===== src/ewsg_pkg.sv =====
// constants for the external wait-state generator and program page logic
// assumes a 16-bit memory-mapped register port from the core
`default_nettype none
package ewsg_pkg;
  localparam logic [15:0] EWSG_ADDR_PAGE = 16'h001e;
  localparam logic [15:0] EWSG_ADDR_COUNT = 16'h0028;
  localparam logic [15:0] EWSG_ADDR_CONTROL = 16'h002b;
  localparam logic [15:0] EWSG_COUNT_RESET = 16'h7fff;
  localparam logic [15:0] EWSG_PAGE_RESET = 16'h0000;
  localparam logic [15:0] EWSG_CONTROL_RESET = 16'h0000;
  localparam int EWSG_XPA_BIT = 15;
  localparam int EWSG_IO_LSB = 12;
  localparam int EWSG_DHI_LSB = 9;
  localparam int EWSG_DLO_LSB = 6;
  localparam int EWSG_PHI_LSB = 3;
  localparam int EWSG_PLO_LSB = 0;
  localparam int EWSG_MULT_BIT = 0;
  localparam int EWSG_PAGE_W = 4;
  localparam int EWSG_PADDR_W = 20;
  localparam logic [1:0] EWSG_SPACE_PROG = 2'h0;
  localparam logic [1:0] EWSG_SPACE_DATA = 2'h1;
  localparam logic [1:0] EWSG_SPACE_IO = 2'h2;
  localparam logic [1:0] EWSG_PAGE_KEEP = 2'h0;
  localparam logic [1:0] EWSG_PAGE_LOAD = 2'h1;
  localparam logic [3:0] EWSG_MAX_WAIT = 4'he;
  // low 16K words of a page: address bits 15:14 both zero
  localparam logic [1:0] EWSG_RAM_OVERLAY_TOP = 2'h0;
  typedef enum logic [1:0] {
    EWSG_IDLE = 2'b00,
    EWSG_WAIT = 2'b01,
    EWSG_READY = 2'b10,
    EWSG_DONE = 2'b11
  } ewsg_state_t;
endpackage
`default_nettype wire


===== src/ewsg_count_sel.sv =====
// selects the base wait count of one access from the count register
// assumes combinational use inside the wait-state generator
`timescale 1ns/1ps
`default_nettype none
module ewsg_count_sel
  import ewsg_pkg::*;
(
  input wire logic [15:0] counts, // wait_count_reg contents
  input wire logic [1:0] space, // access space
  input wire logic [15:0] addr, // low address bits
  output logic [2:0] base // selected base count
);
  always_comb
  begin
    base = counts[EWSG_PLO_LSB +: 3];
    unique case (space)
      EWSG_SPACE_IO: base = counts[EWSG_IO_LSB +: 3];
      EWSG_SPACE_DATA:
      begin
        if (addr[15])
          base = counts[EWSG_DHI_LSB +: 3];
        else
          base = counts[EWSG_DLO_LSB +: 3];
      end
      EWSG_SPACE_PROG:
      begin
        // extended select makes the low field cover the whole space
        if (!counts[EWSG_XPA_BIT] && addr[15])
          base = counts[EWSG_PHI_LSB +: 3];
        else
          base = counts[EWSG_PLO_LSB +: 3];
      end
      default: base = counts[EWSG_PLO_LSB +: 3];
    endcase
  end
endmodule
`default_nettype wire


===== src/ewsg_top.sv =====
// external wait-state generator with program page register
// assumes the core presents one external access at a time and holds it
// until done; ext_ready comes from the bus and is synchronous to clk
`timescale 1ns/1ps
`default_nettype none
// Operation
// - external cycles stretch by programmed wait states, fourteen at most
// - counter clock gated off when all ranges program zero waits
// - all count fields reset to seven waits
// - bits 14:12 set I/O space base count
// - bits 11:9 set upper data half base count
// - bits 8:6 set lower data half base count
// - bits 5:3 set upper program half count unless extended select
// - bits 2:0 set lower program half, or all program with extended select
// - multiplier bit doubles base counts, giving at most fourteen
// - control bits 15:1 read zero and ignore writes
// - program page register at 001Eh, cleared by reset
// - twenty program address lines, sixteen pages of 64K words
// - far branch, call and return and stores to the page register change the page
// - accumulator program reads and writes use full twenty-bit address
// - overlay maps low 16K of every page on-chip; page 0 low 16K is on-chip even without it
module ewsg_top
  import ewsg_pkg::*;
(
  input wire logic clk, // machine clock
  input wire logic arst_n, // asynchronous reset, active low
  input wire logic reg_wr, // register write strobe
  input wire logic reg_rd, // register read strobe
  input wire logic [15:0] reg_addr, // register address
  input wire logic [15:0] reg_wdata, // register write data
  output logic [15:0] reg_rdata, // register read data
  input wire logic acc_req, // external access request
  input wire logic [1:0] acc_space, // program, data or I/O
  input wire logic [15:0] acc_addr, // 16-bit access address
  input wire logic acc_long, // use full 20-bit accumulator address
  input wire logic [19:0] acc_long_addr, // accumulator address
  input wire logic ram_overlay, // overlay mode bit
  input wire logic ext_ready, // hardware ready from the bus
  input wire logic [1:0] page_op, // keep or load page
  input wire logic [3:0] page_new, // page from far instruction
  output logic acc_done, // access completes, one cycle
  output logic acc_internal, // access went to on-chip overlay
  output logic [19:0] prog_addr, // program address lines
  output logic wait_clk_en, // counter clock enable
  output logic [3:0] wait_count // waits left in current access
);
  // ----------------------------------------------------------------
  // registers
  // ----------------------------------------------------------------
  logic [15:0] wait_count_reg;
  logic [15:0] wait_control_reg;
  logic [15:0] program_page_reg;
  logic [2:0] base;
  logic [3:0] total;
  logic [19:0] next_prog_addr;
  logic overlay_hit;
  ewsg_state_t state;
  logic wr_count;
  logic wr_control;
  logic wr_page;
  logic page_load;
  logic rd_count;
  logic rd_control;
  logic rd_page;
  logic multiplier;
  logic [3:0] page_cur;
  logic [2:0] io_field;
  logic [2:0] dhi_field;
  logic [2:0] dlo_field;
  logic [2:0] phi_field;
  logic [2:0] plo_field;
  logic ext_range;
  logic field_any;
  logic low_region;
  logic page_zero;
  logic take;
  logic wait_last;

  // ----------------------------------------------------------------
  // register decode
  // ----------------------------------------------------------------
  assign wr_count = reg_wr && reg_addr == EWSG_ADDR_COUNT;
  assign wr_control = reg_wr && reg_addr == EWSG_ADDR_CONTROL;
  assign wr_page = reg_wr && reg_addr == EWSG_ADDR_PAGE;
  assign rd_count = reg_rd && reg_addr == EWSG_ADDR_COUNT;
  assign rd_control = reg_rd && reg_addr == EWSG_ADDR_CONTROL;
  assign rd_page = reg_rd && reg_addr == EWSG_ADDR_PAGE;
  assign page_load = page_op == EWSG_PAGE_LOAD;

  // ----------------------------------------------------------------
  // wait-state count register
  // ----------------------------------------------------------------
  always_ff @(posedge clk or negedge arst_n)
  begin
    if (!arst_n)
      wait_count_reg <= EWSG_COUNT_RESET;
    else if (wr_count)
      wait_count_reg <= reg_wdata;
  end

  // ----------------------------------------------------------------
  // count fields
  // ----------------------------------------------------------------
  assign io_field = wait_count_reg[EWSG_IO_LSB +: 3];
  assign dhi_field = wait_count_reg[EWSG_DHI_LSB +: 3];
  assign dlo_field = wait_count_reg[EWSG_DLO_LSB +: 3];
  assign phi_field = wait_count_reg[EWSG_PHI_LSB +: 3];
  assign plo_field = wait_count_reg[EWSG_PLO_LSB +: 3];
  assign ext_range = wait_count_reg[EWSG_XPA_BIT];

  // upper program field is dead under the extended select, so it
  // must not keep the counter clock running
  assign field_any = |io_field || |dhi_field || |dlo_field ||
    (!ext_range && |phi_field) || |plo_field;

  // ----------------------------------------------------------------
  // wait-state control register
  // ----------------------------------------------------------------
  // only the multiplier is stored; reserved bits cost no flops
  always_ff @(posedge clk or negedge arst_n)
  begin
    if (!arst_n)
      wait_control_reg <= EWSG_CONTROL_RESET;
    else if (wr_control)
      wait_control_reg <= {15'h0000, reg_wdata[EWSG_MULT_BIT]};
  end

  assign multiplier = wait_control_reg[EWSG_MULT_BIT];

  // ----------------------------------------------------------------
  // program page register
  // ----------------------------------------------------------------
  // a far instruction wins over a same-cycle store to the page
  always_ff @(posedge clk or negedge arst_n)
  begin
    if (!arst_n)
      program_page_reg <= EWSG_PAGE_RESET;
    else if (page_load)
      program_page_reg <= {12'h000, page_new};
    else if (wr_page)
      program_page_reg <= {12'h000, reg_wdata[EWSG_PAGE_W-1:0]};
  end

  assign page_cur = program_page_reg[EWSG_PAGE_W-1:0];

  // ----------------------------------------------------------------
  // register read path
  // ----------------------------------------------------------------
  // read data holds until the next read, so slow pollers lose nothing
  always_ff @(posedge clk or negedge arst_n)
  begin
    if (!arst_n)
      reg_rdata <= 16'h0000;
    else if (rd_count)
      reg_rdata <= wait_count_reg;
    else if (rd_control)
      reg_rdata <= wait_control_reg;
    else if (rd_page)
      reg_rdata <= program_page_reg;
    else if (reg_rd)
      reg_rdata <= 16'h0000;
  end

  // ----------------------------------------------------------------
  // access decode
  // ----------------------------------------------------------------
  ewsg_count_sel u_sel (
    .counts(wait_count_reg),
    .space(acc_space),
    .addr(acc_addr),
    .base(base)
  );

  // doubling keeps the total within 14
  always_comb
  begin
    if (multiplier)
      total = {base, 1'b0};
    else
      total = {1'b0, base};
  end

  // ----------------------------------------------------------------
  // program address and overlay
  // ----------------------------------------------------------------
  always_comb
  begin
    if (acc_long)
      next_prog_addr = acc_long_addr;
    else
      next_prog_addr = {page_cur, acc_addr};
  end

  // page 0 low region is always internal; other pages only under overlay
  assign low_region = next_prog_addr[15:14] == EWSG_RAM_OVERLAY_TOP;
  assign page_zero = next_prog_addr[19:16] == 4'h0;
  assign overlay_hit = acc_space == EWSG_SPACE_PROG && low_region &&
    (ram_overlay || page_zero);

  // ----------------------------------------------------------------
  // wait sequencing
  // ----------------------------------------------------------------
  assign take = state == EWSG_IDLE && acc_req;
  assign wait_last = wait_count <= 4'h1;

  always_ff @(posedge clk or negedge arst_n)
  begin
    if (!arst_n)
      wait_clk_en <= 1'b0;
    else
      wait_clk_en <= field_any;
  end

  always_ff @(posedge clk or negedge arst_n)
  begin
    if (!arst_n)
      state <= EWSG_IDLE;
    else
    begin
      unique case (state)
        EWSG_IDLE:
        begin
          if (acc_req)
          begin
            if (overlay_hit)
              state <= EWSG_DONE;
            else if (total == 4'h0 || !wait_clk_en)
              state <= EWSG_READY;
            else
              state <= EWSG_WAIT;
          end
        end
        EWSG_WAIT:
        begin
          if (wait_last)
            state <= EWSG_READY;
        end
        EWSG_READY:
        begin
          // slow devices stretch beyond fourteen through ext_ready
          if (ext_ready)
            state <= EWSG_DONE;
        end
        EWSG_DONE:
        begin
          // one dead cycle lets the core drop its request
          state <= EWSG_IDLE;
        end
      endcase
    end
  end

  // ----------------------------------------------------------------
  // wait counter
  // ----------------------------------------------------------------
  // count gated off unless some live field is nonzero; idle value is zero
  always_ff @(posedge clk or negedge arst_n)
  begin
    if (!arst_n)
      wait_count <= 4'h0;
    else if (take && !overlay_hit && wait_clk_en)
      wait_count <= total;
    else if (state == EWSG_WAIT && wait_last)
      wait_count <= 4'h0;
    else if (state == EWSG_WAIT)
      wait_count <= wait_count - 4'h1;
  end

  // ----------------------------------------------------------------
  // completion
  // ----------------------------------------------------------------
  // done is a single pulse; the core drops its request after it
  always_ff @(posedge clk or negedge arst_n)
  begin
    if (!arst_n)
      acc_done <= 1'b0;
    else
      acc_done <= (take && overlay_hit) ||
        (state == EWSG_READY && ext_ready);
  end

  always_ff @(posedge clk or negedge arst_n)
  begin
    if (!arst_n)
      acc_internal <= 1'b0;
    else if (take)
      acc_internal <= overlay_hit;
  end

  // address lines keep the last program address between accesses
  always_ff @(posedge clk or negedge arst_n)
  begin
    if (!arst_n)
      prog_addr <= 20'h00000;
    else if (take && acc_space == EWSG_SPACE_PROG)
      prog_addr <= next_prog_addr;
  end
endmodule
`default_nettype wire


===== config.mk =====
export PLATFORM = sky130hd
export DESIGN_NAME = ewsg_top
export DESIGN_NICKNAME = d
export VERILOG_FILES = /design/src/ewsg_pkg.sv /design/src/ewsg_count_sel.sv /design/src/ewsg_top.sv
export SDC_FILE = /design/constraint.sdc
export NUM_CORES = 1
export LEC_CHECK = 0
export BUFFER_PORTS_ARGS = -buffer_cell sky130_fd_sc_hd__buf_2
export CORE_ASPECT_RATIO = 1.2
export CORE_UTILIZATION = 50
export DETAILED_ROUTE_END_ITERATION = 12
export PLACE_DENSITY = 0.81
export SETUP_SLACK_MARGIN = 0.4
export SYNTH_ARGS = -nofsm -noshare
export SYNTH_HDL_FRONTEND = slang
export SYNTH_HIERARCHICAL = 1
export SYNTH_SLANG_ARGS = --single-unit

===== constraint.sdc =====
create_clock -name clk -period 5.7 [get_ports clk]
set_clock_uncertainty 0.2 [all_clocks]
set_input_delay 0.285 -clock clk [delete_from_list [all_inputs] [get_ports clk]]
set_output_delay 0.285 -clock clk [all_outputs]
set_load 0.01 [all_outputs]

Word-level counts from Yosys, hierarchy flattened --
Cells that the tools add are included. W data, S select, Z words.
Word-level totals: register bits after elaboration 78, input port bits 84, word-level logic and storage cells 85
Cells by class: $add $sub $neg 1, order comparisons 1, eq/ne operators 12, mux-type cells 20, reduce and logical (&&, ||, !) cells 41
Operator list (number):
- $mux W16 | 6
- $eq A16 B6 Y1 const B | 2
- $mux W20 | 1
- $logic_and A1 B1 Y1 | 17
- $eq A16 B5 Y1 const B | 1
- $mux W4 | 4
- $reduce_or A3 Y1 | 5
- $mux W2 | 5
- $pmux W3 S3 | 1
- $logic_not A4 Y1 | 2
- $pmux W2 S4 | 1
- $logic_or A1 B1 Y1 | 7
- $eq A2 B1 Y1 const B | 3
- $eq A2 B2 Y1 const B | 3
- $logic_not A2 Y1 | 3
- $mux W3 | 2
- $ne A2 B2 Y1 const B | 3
- $le A4 B1 Y1 const B | 1
- $reduce_bool A4 Y1 | 1
- $sub A4 B1 Y4 const B | 1
- $logic_not A1 Y1 | 3
- $reduce_and A3 Y1 | 1
- $reduce_bool A3 Y1 | 1
- $reduce_bool A2 Y1 | 1

Depth between registers and ports, before layout --
depth in word-level cells 11, gate-level depth with buffers 7, gate-level depth less buffers 7

Hierarchy --
Netlist, hierarchy kept.
By module, submodules not included:
- ewsg_top | instances 1, cells an instance 280, area each 3254.4 sq um, seq. area each 1670.4 sq um
- ewsg_count_sel | instances 1, cells an instance 10, area each 143.9 sq um, seq. area each 0.0 sq um

Worst setup path before layout --
Ideal clock, no wire load.
kind reg2reg, start register wait_count_reg[15], end register state[0], setup time 0.134 ns, arrival time 2.011 ns, data required time 5.366 ns, path slack 3.354 ns, cell stages (with the launch flop) 8, period minus slack after synthesis 2.346 ns, path through dfrtp_1 > nand2b_2 > mux2_1 > mux4_2 > o31ai_1 > nand2_1 > nor3_1 > a211oi_2
Between the ends: word-level cells in the longest chain between the ends 11
Ends and longest elaborated chain:
- from (decl) | RTL line ewsg_top.sv:50 | logic [15:0] wait_count_reg;
- from (signal assigned) | RTL line ewsg_top.sv:98 | wait_count_reg <= reg_wdata;
- $logic_not A1 Y1 | RTL line ewsg_count_sel.sv:28 | if (!counts[EWSG_XPA_BIT] && addr[15])
- $logic_and A1 B1 Y1 | RTL line ewsg_count_sel.sv:28
- $mux W3 | RTL line ewsg_count_sel.sv:28
- $pmux W3 S3 | RTL line ewsg_count_sel.sv:16 | unique case (space)
- via base[0] | RTL line ewsg_top.sv:53 | logic [2:0] base;
- $mux W4 | RTL line ewsg_top.sv:177 | if (multiplier)
- $logic_not A4 Y1 | RTL line ewsg_top.sv:227 | else if (total == 4'h0 || !wait_clk_en)
- $logic_or A1 B1 Y1 | RTL line ewsg_top.sv:227
- $mux W2 | RTL line ewsg_top.sv:227
- $mux W2 | RTL line ewsg_top.sv:225 | if (overlay_hit)
- $mux W2 | RTL line ewsg_top.sv:223 | if (acc_req)
- $pmux W2 S4 | RTL line ewsg_top.sv:220 | unique case (state)
- to (signal assigned) | RTL line ewsg_top.sv:226 | state <= EWSG_DONE;
- to (signal assigned) | RTL line ewsg_top.sv:228 | state <= EWSG_READY;
- to (signal assigned) | RTL line ewsg_top.sv:230 | state <= EWSG_WAIT;
- to (decl) | RTL line ewsg_top.sv:57 | ewsg_state_t state;
The timed path passes the listed nets, and every way through them passes these cells. The select of a mux whose other input is x is not followed. A chain may end at the register's enable or synchronous reset.

Final worst setup path --
Ends and elaborated chain as after synthesis.

==> flow_metrics.env <==
export IMPL_crit_required_ps=5700
export IMPL_wl_met3_um=601
export IMPL_std_cell_rows=32
export IMPL_synth_edf_count=0
export IMPL_synthArstFlopShare=1.00
export IMPL_fp_coreArea_um2=6490
export IMPL_fp_dieW_um=77.3
export IMPL_antennaDiodeCount=0
export IMPL_power_density_nw_per_um2=335
export IMPL_path_clk_slew_ps=70
export IMPL_ys_seq_elements=66
export IMPL_first_pass_iters=4
export IMPL_syn2layout_area_growth_pct=30.9
export IMPL_drc=0
export IMPL_status="complete, no violations"
export IMPL_max_freq_mhz=384
export IMPL_crit_path_end_kind="flip-flop"
export IMPL_fin_util=0.686
export IMPL_via_per_inst=5.58
export IMPL_grt_pass1_vias=2948
export IMPL_synthFlopType="dfrtp_1"
export IMPL_cap_violations=0
export IMPL_mostFrequentLayoutCells="126 x buf_2, 51 x dfrtp_1, 29 x a21oi_1, 28 x nor2_1, 27 x mux2i_1"
export IMPL_grt_start_max_net_pins=67
export IMPL_routed_via_count=2925
export IMPL_ant_nets=0
export IMPL_synth_seq_area_share=0.492
export IMPL_dp_cells=494
export IMPL_setup_violations=0
export IMPL_tns_ps=0
export IMPL_place_congestion=0.850
export IMPL_wl_per_cell_um=15.7
export IMPL_start_util=0.524
export IMPL_mostFrequentLayoutCell="buf_2"
export IMPL_hold_viol_final=0
export IMPL_arrival_ps=2600
export IMPL_yosysUniqueCellTypes=51
export IMPL_cts_sinks=66
export IMPL_h_tree_depth=3
export IMPL_die_h_um=92.3
export IMPL_synth_top_cell_area_share=0.376
export IMPL_avgSynthCellArea_um2=11.7
export IMPL_worst_ir_drop_vdd_mv=0.282
export IMPL_yosysTopAreaCell="dfrtp_1"
export IMPL_drt_met1_wl_um=3230
export IMPL_worstSetupPathType="reg -> reg"
export IMPL_io_pins=127
export IMPL_antenna_found_initial=0
export IMPL_io_buffers=126
export IMPL_drtIter0Drc=237
export IMPL_highest_layer="met4"
export IMPL_instances_no_fill=524
export IMPL_finalCritPeriodShare=0.457
export IMPL_fin_crit_ps=2600
export IMPL_grt_overflow=0
export IMPL_worstSkewPairLatency_ps=330
export IMPL_drv_slew=0
export IMPL_syn_area_um2=3400
export IMPL_cts_path_max_buffers=2
export IMPL_synth_area_leaders="dfrtp_1 38%, dfstp_2 12%, mux2i_1 8.0%"
export IMPL_cts_tree="done"
export IMPL_tightest_slew_ps=797
export IMPL_grt_pass1_wl_um=13500
export IMPL_synthesis_nets=380
export IMPL_leakage_nw=2.23
export IMPL_routed_wl_um=8210
export IMPL_critPathMaxFanout=4
export IMPL_start_kind="flip-flop"
export IMPL_dieArea_um2=7130
export IMPL_hold_depth=3
export IMPL_cts_buffers=9
export IMPL_yosys_warnings=6
export IMPL_rsz0062_at_grt="no"
export IMPL_synth_cells=290
export IMPL_wl_met2_um=4240
export IMPL_fin_nets=524
export IMPL_max_slew_margin=0.469
export IMPL_rr_worst_depth=7
export IMPL_hp_class="in -> reg"
export IMPL_grt_usage=0.241
export IMPL_drive_gt1_frac=0.453
export IMPL_root_buffer="clkbuf_8"
export IMPL_dpl_hpwl_um=6200
## metrics by stage
step / cell area, um^2 / hold slack [ps] / worst slack, ps / power, mW
floorplan: 3400 / -211 / 3350 / 0.901
global placement: 4100 / 270 / 3270 / 1.07
detailed placement: 4100 / 291 / 3140 / 1.09
CTS: 4450 / 1.07 / 3120 / 1.50
global route: 4450 / 27.9 / 2930 / 1.58
finish: 4450 / 11.9 / 3100 / 1.49
## cells by family after synthesis
kind of cell	share of synthesized area
compound gates	0.145
xor+xnor	0.00258
fa+ha+maj	0.0221
buf+inv	0.0269
flops	0.492
mux	0.176
simple gates	0.136
## critical path: stages, from the launching register on
cell      delay, ps
dfrtp_1         410
nand2b_2        220
mux2_1          320
mux4_2          480
o31ai_1         330
nand2_1         110
nor3_1          280
a211oi_2        120
## cells in the mapped netlist (all sizes together) (5+ instances only)
cell type,number
inv,10
nand2b,5
ha,6
mux2i,27
a21oi,29
nand2,8
mux2,23
o21ai,7
nor2,30
dfstp,15
nor4,8
clkbuf,5
dfrtp,51
nor2b,5
nor3,6
a31oi,6
a22o,12
## layer usage
| layer | track usage | vias to the layer above |
|---|---|---|
| li1 | - | 1378 |
| met1 | 0.290 | 1399 |
| met2 | 0.426 | 133 |
| met3 | 0.0483 | 15 |
| met4 | 0.0865 | 0 |
| met5 | 0 | - |
## final timing paths
path                                       endpoint  slack [ps]                from
max in group asynchronous              reg_rdata[0]        4320              arst_n
worst max register to register             state[0]        3100  wait_count_reg[15]
min in group asynchronous             wait_count[1]         470              arst_n
worst min register to register         acc_internal         300        acc_internal
worst min-delay path            program_page_reg[3]          10         page_new[3]
worst max-delay path                       state[0]        3100  wait_count_reg[15]
## power breakdown
part / switching (mW) / internal (mW)
clock network: 0.170 / 0.225
registers: 0.0619 / 0.569
logic: 0.258 / 0.205
## area by class of cell
| cell class | instances | area [um^2] |
|---|---|---|
| Fill cell | 508 | 2040 |
| Sequential cell | 66 | 1670 |
| Multi-Input combinational cell | 205 | 1640 |
| Timing Repair Buffer | 142 | 786 |
| Clock buffer | 12 | 155 |
| Tap cell | 85 | 106 |
| Clock inverter | 4 | 50.0 |
| Inverter | 10 | 37.5 |
## what timing repair did
item / CTS / global route
hold endpoints to repair: 64 / 0
gates resized for setup: 0 / 0
setup endpoints to repair: 0 / 0
buffers inserted: 0 / 0
hold buffers: 14 / 0
(Power assumes the default switching activity.)
